## src/rtl/nvm_cfg_defs.svh

```systemverilog
// constants: register indices, field positions, reset values, memory bounds
//
// Overview of operation
// Low-voltage programming bit set: LV entry allowed, pin is reset, pin-enable bit ignored.
// Low-voltage programming bit clear: programming entry only by high voltage on pin.
// During a low-voltage session, a write clearing the low-voltage bit is refused.
// Bit 11 low write-protects storage area, only while storage area enabled.
// Bit 10 low write-protects data EEPROM, high leaves it writable.
// Bit 9 low write-protects configuration words, high leaves them writable.
// Bit 8 low write-protects boot block, only while boot block enabled.
// Bit 7 low write-protects application block, high leaves it writable.
// A cleared write-protect bit returns to unprotected only through bulk erase.
// Bit 4 low enables the storage flash area, high disables it.
// Bit 3 low enables the boot block partition, high disables it.
// Enabled boot block: size codes 111..011 give ends 01FF..1FFF; disabled ignores.
// Codes 010..000 give 3FFF, clamped to half of program memory.
// Size field changes only while boot block disabled; afterwards only bulk erase.
// Code-protect bit 1 low enables EEPROM read-out protection.
// Code-protect bit 0 low enables program flash read-out protection.
// Code protection acts at once; programmer should write it last.
// Enabled code protection is removed only through bulk erase.
// Part word: 12-bit part code in 11:0, bits 13 and 12 read one.
// Revision word: major 11:6, minor 5:0, bit 13 one, bit 12 zero.
// Write to protected location leaves memory unchanged and sets write-error flag.
// Enabled storage area is last 128 words and not executable.
// Decoded protection and partition are latched at reset and held.
`ifndef NVM_CFG_DEFS_SVH
`define NVM_CFG_DEFS_SVH

`define IDX_REVISION      16'h8005
`define IDX_PART          16'h8006
`define IDX_PROT          16'h800A
`define IDX_CODE_PROT     16'h800B
`define IDX_CTRL          16'h8010
`define IDX_STATUS        16'h8011
`define IDX_ACTIVE        16'h8012

`define BIT_LVP           13
`define BIT_SAF_WP        11
`define BIT_EEP_WP        10
`define BIT_CFG_WP        9
`define BIT_BOOT_WP       8
`define BIT_APP_WP        7
`define BIT_SAF_EN_N      4
`define BIT_BOOT_EN_N     3
`define BIT_CPD           1
`define BIT_CP            0

`define PROT_RESET        16'h2F9F
`define CODE_PROT_RESET   16'h0003
`define PROT_ONE_WAY_MASK 16'h0F98
`define CODE_PROT_MASK    16'h0003

`define BIT_CTRL_ERASE    0
`define BIT_CTRL_LVP_SESS 1
`define BIT_CTRL_RELATCH  2

`define PFM_LAST          15'h3FFF
`define PFM_HALF_LAST     15'h1FFF
`define SAF_FIRST         15'h3F80
`define CFG_BASE_HI       12'h800
`define EEP_BASE_HI       8'hF0

`endif

```

## src/rtl/nvm_cfg_pkg.sv

```systemverilog
// types shared by the configuration decode block
package nvm_cfg_pkg;
	typedef enum logic [1:0] {
		ST_LOAD = 2'b01,
		ST_RUN  = 2'b10
	} state_type;

	typedef enum logic [2:0] {
		RG_APP  = 3'd0,
		RG_BOOT = 3'd1,
		RG_SAF  = 3'd2,
		RG_CFG  = 3'd3,
		RG_EEP  = 3'd4,
		RG_NONE = 3'd5
	} region_type;
endpackage : nvm_cfg_pkg

```

## src/rtl/cfg_decode_if.sv

```systemverilog
// carrier between the register core and the partition decoder
`timescale 1ns/1ps
interface cfg_decode_if;
	logic [15:0] prot_word;
	logic [15:0] wr_addr;
	logic [14:0] fetch_addr;
	logic [14:0] boot_end;
	logic        boot_en;
	logic        saf_en;
	logic        wr_protected;
	logic        exec_denied;

	modport core (
		output prot_word,
		output wr_addr,
		output fetch_addr,
		input  boot_end,
		input  boot_en,
		input  saf_en,
		input  wr_protected,
		input  exec_denied
	);
	modport dec (
		input  prot_word,
		input  wr_addr,
		input  fetch_addr,
		output boot_end,
		output boot_en,
		output saf_en,
		output wr_protected,
		output exec_denied
	);
endinterface : cfg_decode_if

```

## src/rtl/partition_decode.sv

```systemverilog
// partition map and write/execute protection decode of the latched word
`timescale 1ns/1ps
`include "nvm_cfg_defs.svh"
module partition_decode (
	cfg_decode_if.dec dif
);
	// shared by the write check and the fetch check
	function automatic nvm_cfg_pkg::region_type region_of(
		input logic [15:0] addr,
		input logic        boot_en,
		input logic        saf_en,
		input logic [14:0] boot_end
	);
		nvm_cfg_pkg::region_type r;
		r = nvm_cfg_pkg::RG_NONE;
		if (!addr[15]) begin
			if (boot_en && addr[14:0] <= boot_end)
				r = nvm_cfg_pkg::RG_BOOT;
			else if (saf_en && addr[14:0] >= `SAF_FIRST)
				r = nvm_cfg_pkg::RG_SAF;
			else
				r = nvm_cfg_pkg::RG_APP;
		end else if (addr[15:4] == `CFG_BASE_HI)
			r = nvm_cfg_pkg::RG_CFG;
		else if (addr[15:8] == `EEP_BASE_HI)
			r = nvm_cfg_pkg::RG_EEP;
		return r;
	endfunction : region_of

	wire [2:0]  size_code = dif.prot_word[2:0];
	wire [14:0] raw_end;
	wire [14:0] clamped_end;
	wire        wp_app  = ~dif.prot_word[`BIT_APP_WP];
	wire        wp_boot = ~dif.prot_word[`BIT_BOOT_WP];
	wire        wp_cfg  = ~dif.prot_word[`BIT_CFG_WP];
	wire        wp_eep  = ~dif.prot_word[`BIT_EEP_WP];
	wire        wp_saf  = ~dif.prot_word[`BIT_SAF_WP];
	nvm_cfg_pkg::region_type wr_region;
	nvm_cfg_pkg::region_type fetch_region;

	assign dif.boot_en = ~dif.prot_word[`BIT_BOOT_EN_N];
	assign dif.saf_en  = ~dif.prot_word[`BIT_SAF_EN_N];


	assign raw_end = (size_code == 3'b111) ? 15'h01FF :
	                 (size_code == 3'b110) ? 15'h03FF :
	                 (size_code == 3'b101) ? 15'h07FF :
	                 (size_code == 3'b100) ? 15'h0FFF :
	                 (size_code == 3'b011) ? 15'h1FFF : `PFM_LAST;
	// a boot block never passes half of program memory
	assign clamped_end = (raw_end > `PFM_HALF_LAST) ? `PFM_HALF_LAST : raw_end;
	assign dif.boot_end = dif.boot_en ? clamped_end : 15'h0000;

	assign wr_region = region_of(dif.wr_addr, dif.boot_en, dif.saf_en,
	                             clamped_end);
	assign fetch_region = region_of({1'b0, dif.fetch_addr}, dif.boot_en,
	                                dif.saf_en, clamped_end);

	// boot and storage regions only exist while enabled, so their
	// protect bits only matter then
	assign dif.wr_protected =
		(wr_region == nvm_cfg_pkg::RG_APP  && wp_app)  ||
		(wr_region == nvm_cfg_pkg::RG_BOOT && wp_boot) ||
		(wr_region == nvm_cfg_pkg::RG_SAF  && wp_saf)  ||
		(wr_region == nvm_cfg_pkg::RG_CFG  && wp_cfg)  ||
		(wr_region == nvm_cfg_pkg::RG_EEP  && wp_eep);

	assign dif.exec_denied = (fetch_region == nvm_cfg_pkg::RG_SAF);
endmodule : partition_decode

```

## src/rtl/nvm_config_protection_decode.sv

```systemverilog
// configuration word store, protection decode and AHB-Lite register slave
`timescale 1ns/1ps
`include "nvm_cfg_defs.svh"
module nvm_config_protection_decode #(
	parameter logic [11:0] PART_CODE      = 12'h5A5, // arbitrary value
	parameter logic [5:0]  MAJOR_REVISION = 6'h01,   // arbitrary value
	parameter logic [5:0]  MINOR_REVISION = 6'h02    // arbitrary value
) (
	input  wire logic        hclk,
	input  wire logic        hresetn,
	input  wire logic        hsel,
	input  wire logic [31:0] haddr,
	input  wire logic [1:0]  htrans,
	input  wire logic        hwrite,
	input  wire logic [2:0]  hsize,
	input  wire logic [31:0] hwdata,
	input  wire logic        hready,
	output logic             hreadyout,
	output logic             hresp,
	output logic [31:0]      hrdata,
	input  wire logic        reset_pin_enable,
	input  wire logic        hv_on_reset_pin,
	input  wire logic        lvp_entry_pin,
	input  wire logic        relatch_req,
	input  wire logic        nvm_wr_req,
	input  wire logic [15:0] nvm_wr_addr,
	input  wire logic [14:0] fetch_addr,
	output logic             low_voltage_prog_enable,
	output logic             reset_pin_function,
	output logic             prog_entry,
	output logic             nvm_wr_reject,
	output logic             write_error_flag,
	output logic             exec_denied,
	output logic             eeprom_read_protect,
	output logic             program_flash_read_protect,
	output logic [14:0]      boot_block_end,
	output logic             boot_block_enabled,
	output logic             storage_area_enabled
);
	cfg_decode_if dif ();

	partition_decode u_decode (
		.dif (dif.dec)
	);

	// stored words, latched copy and control state
	logic [15:0]            prot_reg;
	logic [15:0]            prot_next;
	logic [15:0]            cprot_reg;
	logic [15:0]            cprot_next;
	logic [15:0]            active_reg;
	logic                   lvp_sess_reg;
	logic                   werr_reg;
	logic                   werr_next;
	nvm_cfg_pkg::state_type state_reg;
	nvm_cfg_pkg::state_type state_next;

	// bus phase registers
	logic                   wr_pend_reg;
	logic [15:0]            wr_idx_reg;
	logic [31:0]            hrdata_reg;

	// pin synchronisers and registered decoder outputs
	logic [1:0]             hv_sync_reg;
	logic [1:0]             lvp_sync_reg;
	logic [14:0]            boot_end_reg;
	logic                   boot_en_reg;
	logic                   saf_en_reg;

	// ---------------- address decode ----------------
	wire        addr_phase = hsel && htrans[1] && hready;
	wire [15:0] ap_idx     = haddr[17:2];
	wire        ap_in_map  = (haddr[31:18] == 14'h0000);
	wire        ap_read    = addr_phase && !hwrite;
	wire        lvp_active = lvp_sess_reg || lvp_sync_reg[1];

	wire [31:0] rev_word  = {18'h00000, 2'b10, MAJOR_REVISION,
	                         MINOR_REVISION};
	wire [31:0] part_word = {18'h00000, 2'b11, PART_CODE};
	wire [31:0] ctrl_word = {30'h00000000, lvp_sess_reg, 1'b0};
	wire [31:0] stat_word = {24'h000000, 1'b0, saf_en_reg, boot_en_reg,
	                         lvp_active, prog_entry, exec_denied,
	                         nvm_wr_reject, werr_reg};

	// unmapped offsets read as zero with an OKAY response
	wire [31:0] rd_value =
		!ap_in_map                   ? 32'h00000000 :
		(ap_idx == `IDX_REVISION)    ? rev_word :
		(ap_idx == `IDX_PART)        ? part_word :
		(ap_idx == `IDX_PROT)        ? {16'h0000, prot_reg} :
		(ap_idx == `IDX_CODE_PROT)   ? {16'h0000, cprot_reg} :
		(ap_idx == `IDX_CTRL)        ? ctrl_word :
		(ap_idx == `IDX_STATUS)      ? stat_word :
		(ap_idx == `IDX_ACTIVE)      ? {16'h0000, active_reg} :
		                               32'h00000000;

	// ---------------- data phase write decode ----------------
	wire        wr_prot   = wr_pend_reg && (wr_idx_reg == `IDX_PROT);
	wire        wr_cprot  = wr_pend_reg && (wr_idx_reg == `IDX_CODE_PROT);
	wire        wr_ctrl   = wr_pend_reg && (wr_idx_reg == `IDX_CTRL);
	wire        wr_status = wr_pend_reg && (wr_idx_reg == `IDX_STATUS);
	wire [15:0] wdata     = hwdata[15:0];

	wire        bulk_erase  = wr_ctrl && hwdata[`BIT_CTRL_ERASE];
	wire        relatch_sw  = wr_ctrl && hwdata[`BIT_CTRL_RELATCH];
	// configuration protection follows the latched word
	wire        cfg_locked  = ~active_reg[`BIT_CFG_WP];
	wire        lvp_drop    = lvp_active && prot_reg[`BIT_LVP] &&
	                          !wdata[`BIT_LVP];
	wire        prot_refuse = wr_prot && (cfg_locked || lvp_drop);
	wire        cprot_refuse = wr_cprot && cfg_locked;
	wire        bus_refused = (prot_refuse || cprot_refuse) && !bulk_erase;
	wire        boot_was_off = prot_reg[`BIT_BOOT_EN_N];

	// protect and enable bits only move towards their active (low)
	// state; a write can never lift them, so software cannot undo a
	// protection without the erase path
	wire [15:0] prot_one_way = (prot_reg & wdata) & `PROT_ONE_WAY_MASK;
	wire [2:0]  size_keep    = boot_was_off ? wdata[2:0]
	                                        : prot_reg[2:0];
	wire [15:0] prot_written = {2'b00, wdata[`BIT_LVP], 1'b0, 12'h000}
	                           | prot_one_way
	                           | {13'h0000, size_keep};

	// ---------------- next-state logic ----------------
	always_comb begin
		prot_next = prot_reg;
		if (bulk_erase)
			prot_next = `PROT_RESET;
		else if (wr_prot && !prot_refuse)
			prot_next = prot_written;
	end

	always_comb begin
		cprot_next = cprot_reg;
		if (bulk_erase)
			cprot_next = `CODE_PROT_RESET;
		else if (wr_cprot && !cprot_refuse)
			cprot_next = cprot_reg & wdata & `CODE_PROT_MASK;
	end

	// a new error in the clearing cycle wins over the clear
	always_comb begin
		werr_next = werr_reg;
		if (wr_status && hwdata[0])
			werr_next = 1'b0;
		if ((nvm_wr_req && nvm_wr_reject) || bus_refused)
			werr_next = 1'b1;
	end

	always_comb begin
		state_next = state_reg;
		unique case (state_reg)
			nvm_cfg_pkg::ST_LOAD: begin
				state_next = nvm_cfg_pkg::ST_RUN;
			end
			nvm_cfg_pkg::ST_RUN: begin
				if (relatch_req || relatch_sw)
					state_next = nvm_cfg_pkg::ST_LOAD;
			end
			default: begin
				state_next = nvm_cfg_pkg::ST_LOAD;
			end
		endcase
	end

	// ---------------- flip-flops ----------------
	always_ff @(posedge hclk or negedge hresetn) begin
		if (!hresetn) begin
			prot_reg  <= `PROT_RESET;
			cprot_reg <= `CODE_PROT_RESET;
			werr_reg  <= 1'b0;
			state_reg <= nvm_cfg_pkg::ST_LOAD;
		end else begin
			prot_reg  <= prot_next;
			cprot_reg <= cprot_next;
			werr_reg  <= werr_next;
			state_reg <= state_next;
		end
	end

	// the partition is caught after each reset or relatch and then frozen, so a
	// protection change only reaches the write checker after a relatch, since reset also reloads the stored word
	always_ff @(posedge hclk or negedge hresetn) begin
		if (!hresetn)
			active_reg <= `PROT_RESET;
		else if (state_reg == nvm_cfg_pkg::ST_LOAD)
			active_reg <= prot_reg;
	end

	always_ff @(posedge hclk or negedge hresetn) begin
		if (!hresetn) begin
			boot_end_reg <= 15'h0000;
			boot_en_reg  <= 1'b0;
			saf_en_reg   <= 1'b0;
		end else begin
			boot_end_reg <= dif.boot_end;
			boot_en_reg  <= dif.boot_en;
			saf_en_reg   <= dif.saf_en;
		end
	end

	always_ff @(posedge hclk or negedge hresetn) begin
		if (!hresetn)
			lvp_sess_reg <= 1'b0;
		else if (wr_ctrl)
			lvp_sess_reg <= hwdata[`BIT_CTRL_LVP_SESS];
	end

	always_ff @(posedge hclk or negedge hresetn) begin
		if (!hresetn) begin
			hv_sync_reg  <= 2'b00;
			lvp_sync_reg <= 2'b00;
		end else begin
			hv_sync_reg  <= {hv_sync_reg[0], hv_on_reset_pin};
			lvp_sync_reg <= {lvp_sync_reg[0], lvp_entry_pin};
		end
	end

	always_ff @(posedge hclk or negedge hresetn) begin
		if (!hresetn) begin
			wr_pend_reg <= 1'b0;
			wr_idx_reg  <= 16'h0000;
		end else if (hready) begin
			wr_pend_reg <= addr_phase && hwrite && ap_in_map;
			wr_idx_reg  <= ap_idx;
		end
	end

	always_ff @(posedge hclk or negedge hresetn) begin
		if (!hresetn)
			hrdata_reg <= 32'h00000000;
		else if (ap_read)
			hrdata_reg <= rd_value;
	end

	// ---------------- decoder hookup ----------------
	assign dif.prot_word  = active_reg;
	assign dif.wr_addr    = nvm_wr_addr;
	assign dif.fetch_addr = fetch_addr;

	// ---------------- outputs ----------------
	// zero wait state slave, every answer is OKAY
	assign hreadyout = 1'b1;
	assign hresp     = 1'b0;
	assign hrdata    = hrdata_reg;

	assign low_voltage_prog_enable = active_reg[`BIT_LVP];
	// with low-voltage programming on, the pin stays a reset pin
	assign reset_pin_function = active_reg[`BIT_LVP] ||
	                            reset_pin_enable;
	assign prog_entry = active_reg[`BIT_LVP] ? lvp_sync_reg[1]
	                                         : hv_sync_reg[1];

	assign nvm_wr_reject    = nvm_wr_req && dif.wr_protected;
	assign write_error_flag = werr_reg;
	assign exec_denied      = dif.exec_denied;

	// read-out protection follows the stored word with no latching
	assign eeprom_read_protect =
		~cprot_reg[`BIT_CPD];
	assign program_flash_read_protect =
		~cprot_reg[`BIT_CP];

	assign boot_block_end       = boot_end_reg;
	assign boot_block_enabled   = boot_en_reg;
	assign storage_area_enabled = saf_en_reg;
endmodule : nvm_config_protection_decode

```

## config.mk

```make
export PLATFORM = sky130hd
export DESIGN_NAME = nvm_config_protection_decode
export DESIGN_NICKNAME = d
export VERILOG_FILES = /design/src/rtl/nvm_cfg_pkg.sv /design/src/rtl/cfg_decode_if.sv /design/src/rtl/partition_decode.sv /design/src/rtl/nvm_config_protection_decode.sv
export VERILOG_INCLUDE_DIRS = /design/src /design/src/rtl
export SDC_FILE = /design/constraint.sdc
export NUM_CORES = 1
export LEC_CHECK = 0
export ABC_AREA = 1
export BUFFER_PORTS_ARGS = -buffer_cell sky130_fd_sc_hd__buf_2
export CORE_MARGIN = 4
export CORE_UTILIZATION = 45
export CTS_BUF_LIST = sky130_fd_sc_hd__clkbuf_4
export CTS_CLUSTER_DIAMETER = 60
export CTS_CLUSTER_SIZE = 16
export DETAILED_ROUTE_END_ITERATION = 6
export PLACE_DENSITY_LB_ADDON = 0.05
export SYNTH_ARGS = -nofsm -noshare
export SYNTH_HDL_FRONTEND = slang
export SYNTH_SLANG_ARGS = --single-unit
```

## constraint.sdc

```tcl
create_clock -name hclk -period 3.5 [get_ports hclk]
set_input_delay 0.175 -clock hclk [delete_from_list [all_inputs] [get_ports hclk]]
set_output_delay 0.175 -clock hclk [all_outputs]
set_load 0.01 [all_outputs]
```

Yosys cells after proc, flatten, opt, wreduce, memory -nomap -nowiden
Cells that the tools add are included.

cells by class
  reductions and logical operators = 50
  $lt $le $gt $ge = 5
  equality and inequality tests = 26
  bitwise logic cells = 13
  multiplexer cells = 32

operators by type and width
  cell                  count
  $mux 16               12
  $eq 16x16->1 const B  11
  $mux 15               6
  $ge 15x14->1 const B  2
  $le 15x15->1          2
  $logic_and 1x1->1     30
  $eq 3x3->1 const B    5
  $gt 15x13->1 const B  1
  $logic_not 14->1      1
  $mux 14               1
  $or 14x12->14         1
  $or 14x3->14          1
  $and 12x12->12        1
  $eq 12x12->1 const B  1
  $eq 3x2->1 const B    4
  $mux 3                4
  $logic_or 1x1->1      10
  $not 1->1             9
  $eq 8x8->1 const B    1
  $mux 2                4
  $reduce_bool 2->1     3
  $logic_not 1->1       5
  $mux 1                4
  $pmux 2 s2            1
  6 further kinds       6

word-level totals
  word-level logic and storage cells = 140
  input bits = 110
  register bits after elaboration = 122
  output and inout bits = 59

Depth between registers and ports, before layout
  depth in word-level cells = 26
  gate-level depth with buffers = 21
  mapped depth without buffers = 21

Cells and area by module
From an unflattened synthesis, not the netlist that was laid out.

unflattened totals
  cell total of the unflattened synthesis = 508
  area total of the unflattened synthesis = 4134.0 um^2

by module, submodules not included
  module                        sequential area each (um^2)  area each (um^2)  cells an instance  times used
  nvm_config_protection_decode  2033.2                       3632.2            414                1
  partition_decode              0.0                          501.7             94                 1

Least setup slack after synthesis
No wires, ideal clock.

  kind = flip-flop to flip-flop
  start = register active_reg[2]
  end = register hrdata_reg[1] (netlist: hrdata[1])
  path buffers = 0
  arrival = 1.858 ns
  path slack = 1.525 ns
  library setup time = 0.116 ns
  stages on the path, launching flop included = 22
  period minus slack after synthesis = 1.975 ns
  data required time = 3.384 ns
  cell sequence = dfstp_2 inv_1 o21ai_0 ha_1 nand2_1 inv_1 nand2_1 nor2_1 nand2_1 nand2_1 nand3_1 nand2_1 inv_1 nand2_1 nand3_1 nand2_1 nand2_1 nand2_1 nand2_1 nand2_1 nand2_1 nand2_1

between the ends
  cells in the longest elaborated chain, start to end = 26
  elaborated cells between the ends (all ways) = 38
  those cells by class = 2 x order compare; 9 x eq/ne; 15 x mux; 12 x reduce/logical

ends and longest elaborated chain
  item                                   line                                 source
  from (decl)                            nvm_config_protection_decode.sv:51   logic [15:0] active_reg;
  from (signal assigned)                 nvm_config_protection_decode.sv:186  active_reg <= `PROT_RESET;
  from (signal assigned)                 nvm_config_protection_decode.sv:188  active_reg <= prot_reg;
  $eq 3x2->1                             partition_decode.sv:49               (size_code == 3'b011) ? 15'h1FFF : `PFM_LAST;
  $mux 14 (no source line)               --
  $mux 15 (no source line) (3 in a row)  --
  $mux 15 (no source line) *             --
  $gt 15x13->1 (no source line)          --
  $mux 15 *                              partition_decode.sv:51               assign clamped_end = (raw_end > `PFM_HALF_LAST) ? `PFM_HALF_LAST : raw_end;
  $le 15x15->1 *                         partition_decode.sv:17               if (boot_en && addr[14:0] <= boot_end)
  $logic_and 1x1->1 *                    partition_decode.sv:17
  [... 8 more ...]                       --
  $logic_and 1x1->1 *                    nvm_config_protection_decode.sv:255  assign nvm_wr_reject = nvm_wr_req && dif.wr_protected;
  $mux 16 *                              nvm_config_protection_decode.sv:93   (ap_idx == `IDX_STATUS) ? stat_word :
  $mux 16 *                              nvm_config_protection_decode.sv:92   (ap_idx == `IDX_CTRL) ? ctrl_word :
  $mux 16 *                              nvm_config_protection_decode.sv:91   (ap_idx == `IDX_CODE_PROT) ? {16'h0000, cprot_reg} :
  $mux 16 *                              nvm_config_protection_decode.sv:90   (ap_idx == `IDX_PROT) ? {16'h0000, prot_reg} :
  $mux 16 *                              nvm_config_protection_decode.sv:89   (ap_idx == `IDX_PART) ? part_word :
  $mux 16 *                              nvm_config_protection_decode.sv:88   (ap_idx == `IDX_REVISION) ? rev_word :
  $mux 16 *                              nvm_config_protection_decode.sv:87   !ap_in_map ? 32'h00000000 :
  to (signal assigned)                   nvm_config_protection_decode.sv:234  hrdata_reg <= rd_value;
  to (decl)                              nvm_config_protection_decode.sv:61   logic [31:0] hrdata_reg;

Every way passes the cells marked *; elsewhere a longest branch is shown, timed or not.
A chain may end at the register's enable or synchronous reset.

Worst setup path after layout
  start = register active_reg[2]
  end = output nvm_wr_reject

between the ends
  cells in the longest elaborated chain, start to end = 19
  elaborated cells between the ends (all ways) = 31
  those cells by class = 2 x order compare; 9 x eq/ne; 8 x mux; 12 x reduce/logical

ends and longest elaborated chain
  item                                           line                                            source
  $eq 3x2->1                                     partition_decode.sv:49
  $mux 14 (no source line)                       --
  $mux 15 (no source line) (3 in a row)          --
  $mux 15 (no source line) *                     --
  $gt 15x13->1 (no source line)                  --
  $mux 15 *                                      partition_decode.sv:51
  $le 15x15->1 *                                 partition_decode.sv:17
  $logic_and 1x1->1 *                            partition_decode.sv:17
  $mux 2 *                                       partition_decode.sv:17
  $mux 3 *                                       partition_decode.sv:16                          if (!addr[15]) begin
  $eq 3x1->1 or $logic_not 3->1 (tied branches)  partition_decode.sv:63, partition_decode.sv:62
  $logic_and 1x1->1, on equally long branches    partition_decode.sv:63, partition_decode.sv:62
  $logic_or 1x1->1                               partition_decode.sv:62                          (wr_region == nvm_cfg_pkg::RG_APP && wp_app) ||
  $logic_or 1x1->1                               partition_decode.sv:63                          (wr_region == nvm_cfg_pkg::RG_BOOT && wp_boot) ||
  $logic_or 1x1->1                               partition_decode.sv:64                          (wr_region == nvm_cfg_pkg::RG_SAF && wp_saf) ||
  $logic_or 1x1->1 *                             partition_decode.sv:65                          (wr_region == nvm_cfg_pkg::RG_CFG && wp_cfg) ||
  $logic_and 1x1->1 *                            nvm_config_protection_decode.sv:255
  to (decl)                                      nvm_config_protection_decode.sv:31              output logic nvm_wr_reject,

Marks and branches as above.

==> impl_metrics.json <==
{
  "async_flop_share": 1.00,
  "stdcell_area_um2": 4720,
  "path_cells": "inv_1 > o21ai_0 > ha_1 > nand2_1 > inv_1 > nand3_1 > nand2_1 > nand2_1 > nand3_1 > nand2_1 > inv_1 > nand2_1 > nand2_1 > inv_1 > buf_2",
  "ant_nets": 0,
  "post_cts_resized": 0,
  "p_int_mw": 1.23,
  "synthCells": 477,
  "track_usage": 0.190,
  "clockBufferDepth": 2,
  "yosys.area.top_type": "dfrtp_1",
  "postCtsHoldBufs": 23,
  "worst-slew-pin-transition_ps": 911,
  "startpoint_type": "flop",
  "swShare": 0.265,
  "drv_cap": 0,
  "max_stage_delay_ps": 570,
  "routed_wl_um": 9230,
  "yosys_most_used_dff": "dfrtp_1",
  "fillers": 797,
  "clkLatencyLatePin_ps": 410,
  "cts_max_level": 3,
  "critPathRequiredTime_ps": 3320,
  "power_frac_seq": 0.513,
  "num_rows": 33,
  "synth-edff-count": 0,
  "synth.distinct_cells": 37,
  "remaining_drc_errors": 0,
  "area_growth_pct": 24.3,
  "gp_congestion": 0.850,
  "grt-ovfl-total": 0,
  "vias": 3426,
  "placed_area_um2": 4330,
  "cts_tree": "done",
  "final_common_cell": "buf_2",
  "final.period_utilization": 0.751,
  "wl_per_cell_um": 12.9,
  "synthesis.area_um2": 3800,
  "grt_pass1_vias": 3147,
  "setup_slack_ps": 872,
  "drtPass1Iterations": 5,
  "start_util": 0.462,
  "drive_gt1_frac": 0.301,
  "grt_pass1_wl_um": 15000,
  "syn_area_per_cell_um2": 7.96,
  "final.min_clock_period_ps": 2630,
  "p_sw_uw": 445,
  "largest_reg_flops": 16,
  "regArea_um2": 1780,
  "grt_max_degree": 41,
  "fin_tns_setup_ps": 0,
  "die_h_um": 99.8,
  "ys_seq_elements": 70,
  "power_frac_clock": 0.345,
  "pre_cts_ws_ps": 1250,
  "rsz0062_at_grt": "false",
  "fin_hold_ws_ps": 33.6,
  "post_cts_buffers": 0,
  "n_antenna_cell": 0,
  "cp.arrival_ps": 2450,
  "crit_path_frequent_cell": "nand2_1",
  "yosysWarnings": 0,
  "cts.sinks": 70,
  "io_pins": 169,
  "hold_path_class": "input pin to flop",
  "setup_viol": 0,
  "dp_hpwl_um": 7210,
  "final_nets": 721,
  "final_max_slew_viol_count": 0,
  "finalHoldViolations": 0,
  "cts_buffers": 9,
  "clk_pin_slew_worst_paths_ps": 110,
  "critPathKind": "flop to primary output",
  "max_slew_margin": 0.393,
  "synth_seq_area_share": 0.470,
  "finClkSkew_ps": 13.9,
  "netlist.area_leader.share": 0.297,
  "die_area_um2": 9970,
  "max_freq_mhz": 380,
  "status": "finished, final reports clean",
  "io_buffer_count": 113,
  "drtIter0Drc": 158,
  "max-vdd-ir-drop_uv": 288,
  "fin_cells": 717,
  "power.leakage_nw": 2.38,
  "end_kind": "primary output",
  "multi_input_area_um2": 1520,
  "dp.cells": 678,
  "ctsRootBufferMaster": "clkbuf_4",
  "critPathSlowestCell": "dfstp_2",
  "crit_fanout": 4,
  "cp_num_buf_inv": 5,
  "antenna_found_initial": 0,
  "core_area_um2": 8220,
  "drt-vias-per-instance": 4.78,
  "power_density_nw_per_um2": 356,
  "final_cell_mix": "buf_2 (113), nand2_1 (106), inv_1 (72)",
  "synth_area_leaders": "dfrtp_1 (30%), dfstp_2 (17%), nand2_1 (10%), inv_1 (7.1%), buf_4 (5.9%)",
  "path_delay_family": "simple AND/OR/NAND/NOR gates",
  "combPwrFrac": 0.142,
  "die_w_um": 99.8
}
## cell type report
cell class,instances,area share
Clock buffer,10,0.0159
Clock inverter,6,0.0183
Inverter,80,0.0637
Multi-Input combinational cell,307,0.323
Sequential cell,70,0.378
Tap cell,105,0.0279
Timing Repair Buffer,139,0.173
## worst reg2reg max path, stage by stage (launching register included)
cell and delay, ps:
dfstp_2 570, inv_1 70, o21ai_0 250, ha_1 280, nand2_1 70, inv_1 50, nand2_1 50, nor2_1 40
nand2_1 60, nand2_1 60, nand3_1 60, nand2_1 50, inv_1 40, nand2_1 70, nand3_1 80, nand2_1 50
nand2_1 50, nand2_1 40, nand2_1 50, nand2_1 50, nand2_1 70, nand2_1 50
## synth_stat cells, types with 6 or more instances
cell / n
a21oi_1: 10
buf_4: 30
clkbuf_1: 8
dfrtp_1: 45
dfstp_2: 25
inv_1: 72
inv_2: 8
nand2_1: 106
nand3_1: 19
nand4_1: 8
nor2_1: 35
nor2_2: 6
nor4_1: 6
o21ai_0: 45
o21ai_1: 9
## layer usage
layer	vias up	share of wire	global-route usage
li1	1739	-	-
met4	0	0.015	0.0714
met5	-	0	0
met1	1568	0.46	0.269
met3	13	0.067	0.0368
met2	106	0.46	0.289
## worst paths after layout
kind / from / endpoint / slack [ps] / depth (start not counted)
setup / recovery: active_reg[2]$_DFFE_PN1P_ / nvm_wr_reject / 870 / 15
hold / removal: hwrite / wr_pend_reg$_DFFE_PN0P_ / 30 / 3
setup reg to reg: active_reg[2]$_DFFE_PN1P_ / hrdata[1]$_DFFE_PN0P_ / 1240 / 21
hold reg to reg: hv_sync_reg[0]$_DFF_PN0_ / hv_sync_reg[1]$_DFF_PN0_ / 360 / 0
max in group asynchronous: hresetn / active_reg[11]$_DFFE_PN1P_ / 2230 / 3
min in group asynchronous: hresetn / hrdata[6]$_DFFE_PN0P_ / 430 / 2
## logic make-up (layout without fill, tap and decap cells)
logic type	Yosys count	count (layout)	share of synthesized area
AND/OR/NAND/NOR	198	198	0.243
buffers and inverters	120	235	0.149
adder cells (fa/ha/maj)	4	4	0.0132
other	2	22	0.00198
AO/OA/AOI/OAI	83	83	0.124
flip-flops	70	70	0.470
## power by group through the flow
stage	Clock, mW	Sequential [mW]	Combinational [mW]
final	0.579	0.860	0.239
after floorplan	0	0.872	0.136
after global routing	0.633	0.864	0.272
after CTS	0.600	0.860	0.241
after global placement	0	0.873	0.215
after detailed placement	0	0.875	0.221
## per-stage QoR
step | power, mW | utilization
detailed placement | 1.10 | 0.526
floorplan | 1.01 | -
global route | 1.77 | 0.574
global placement | 1.09 | 0.526
CTS | 1.70 | 0.574
finish | 1.68 | 0.574
(Power assumes the default switching activity.)
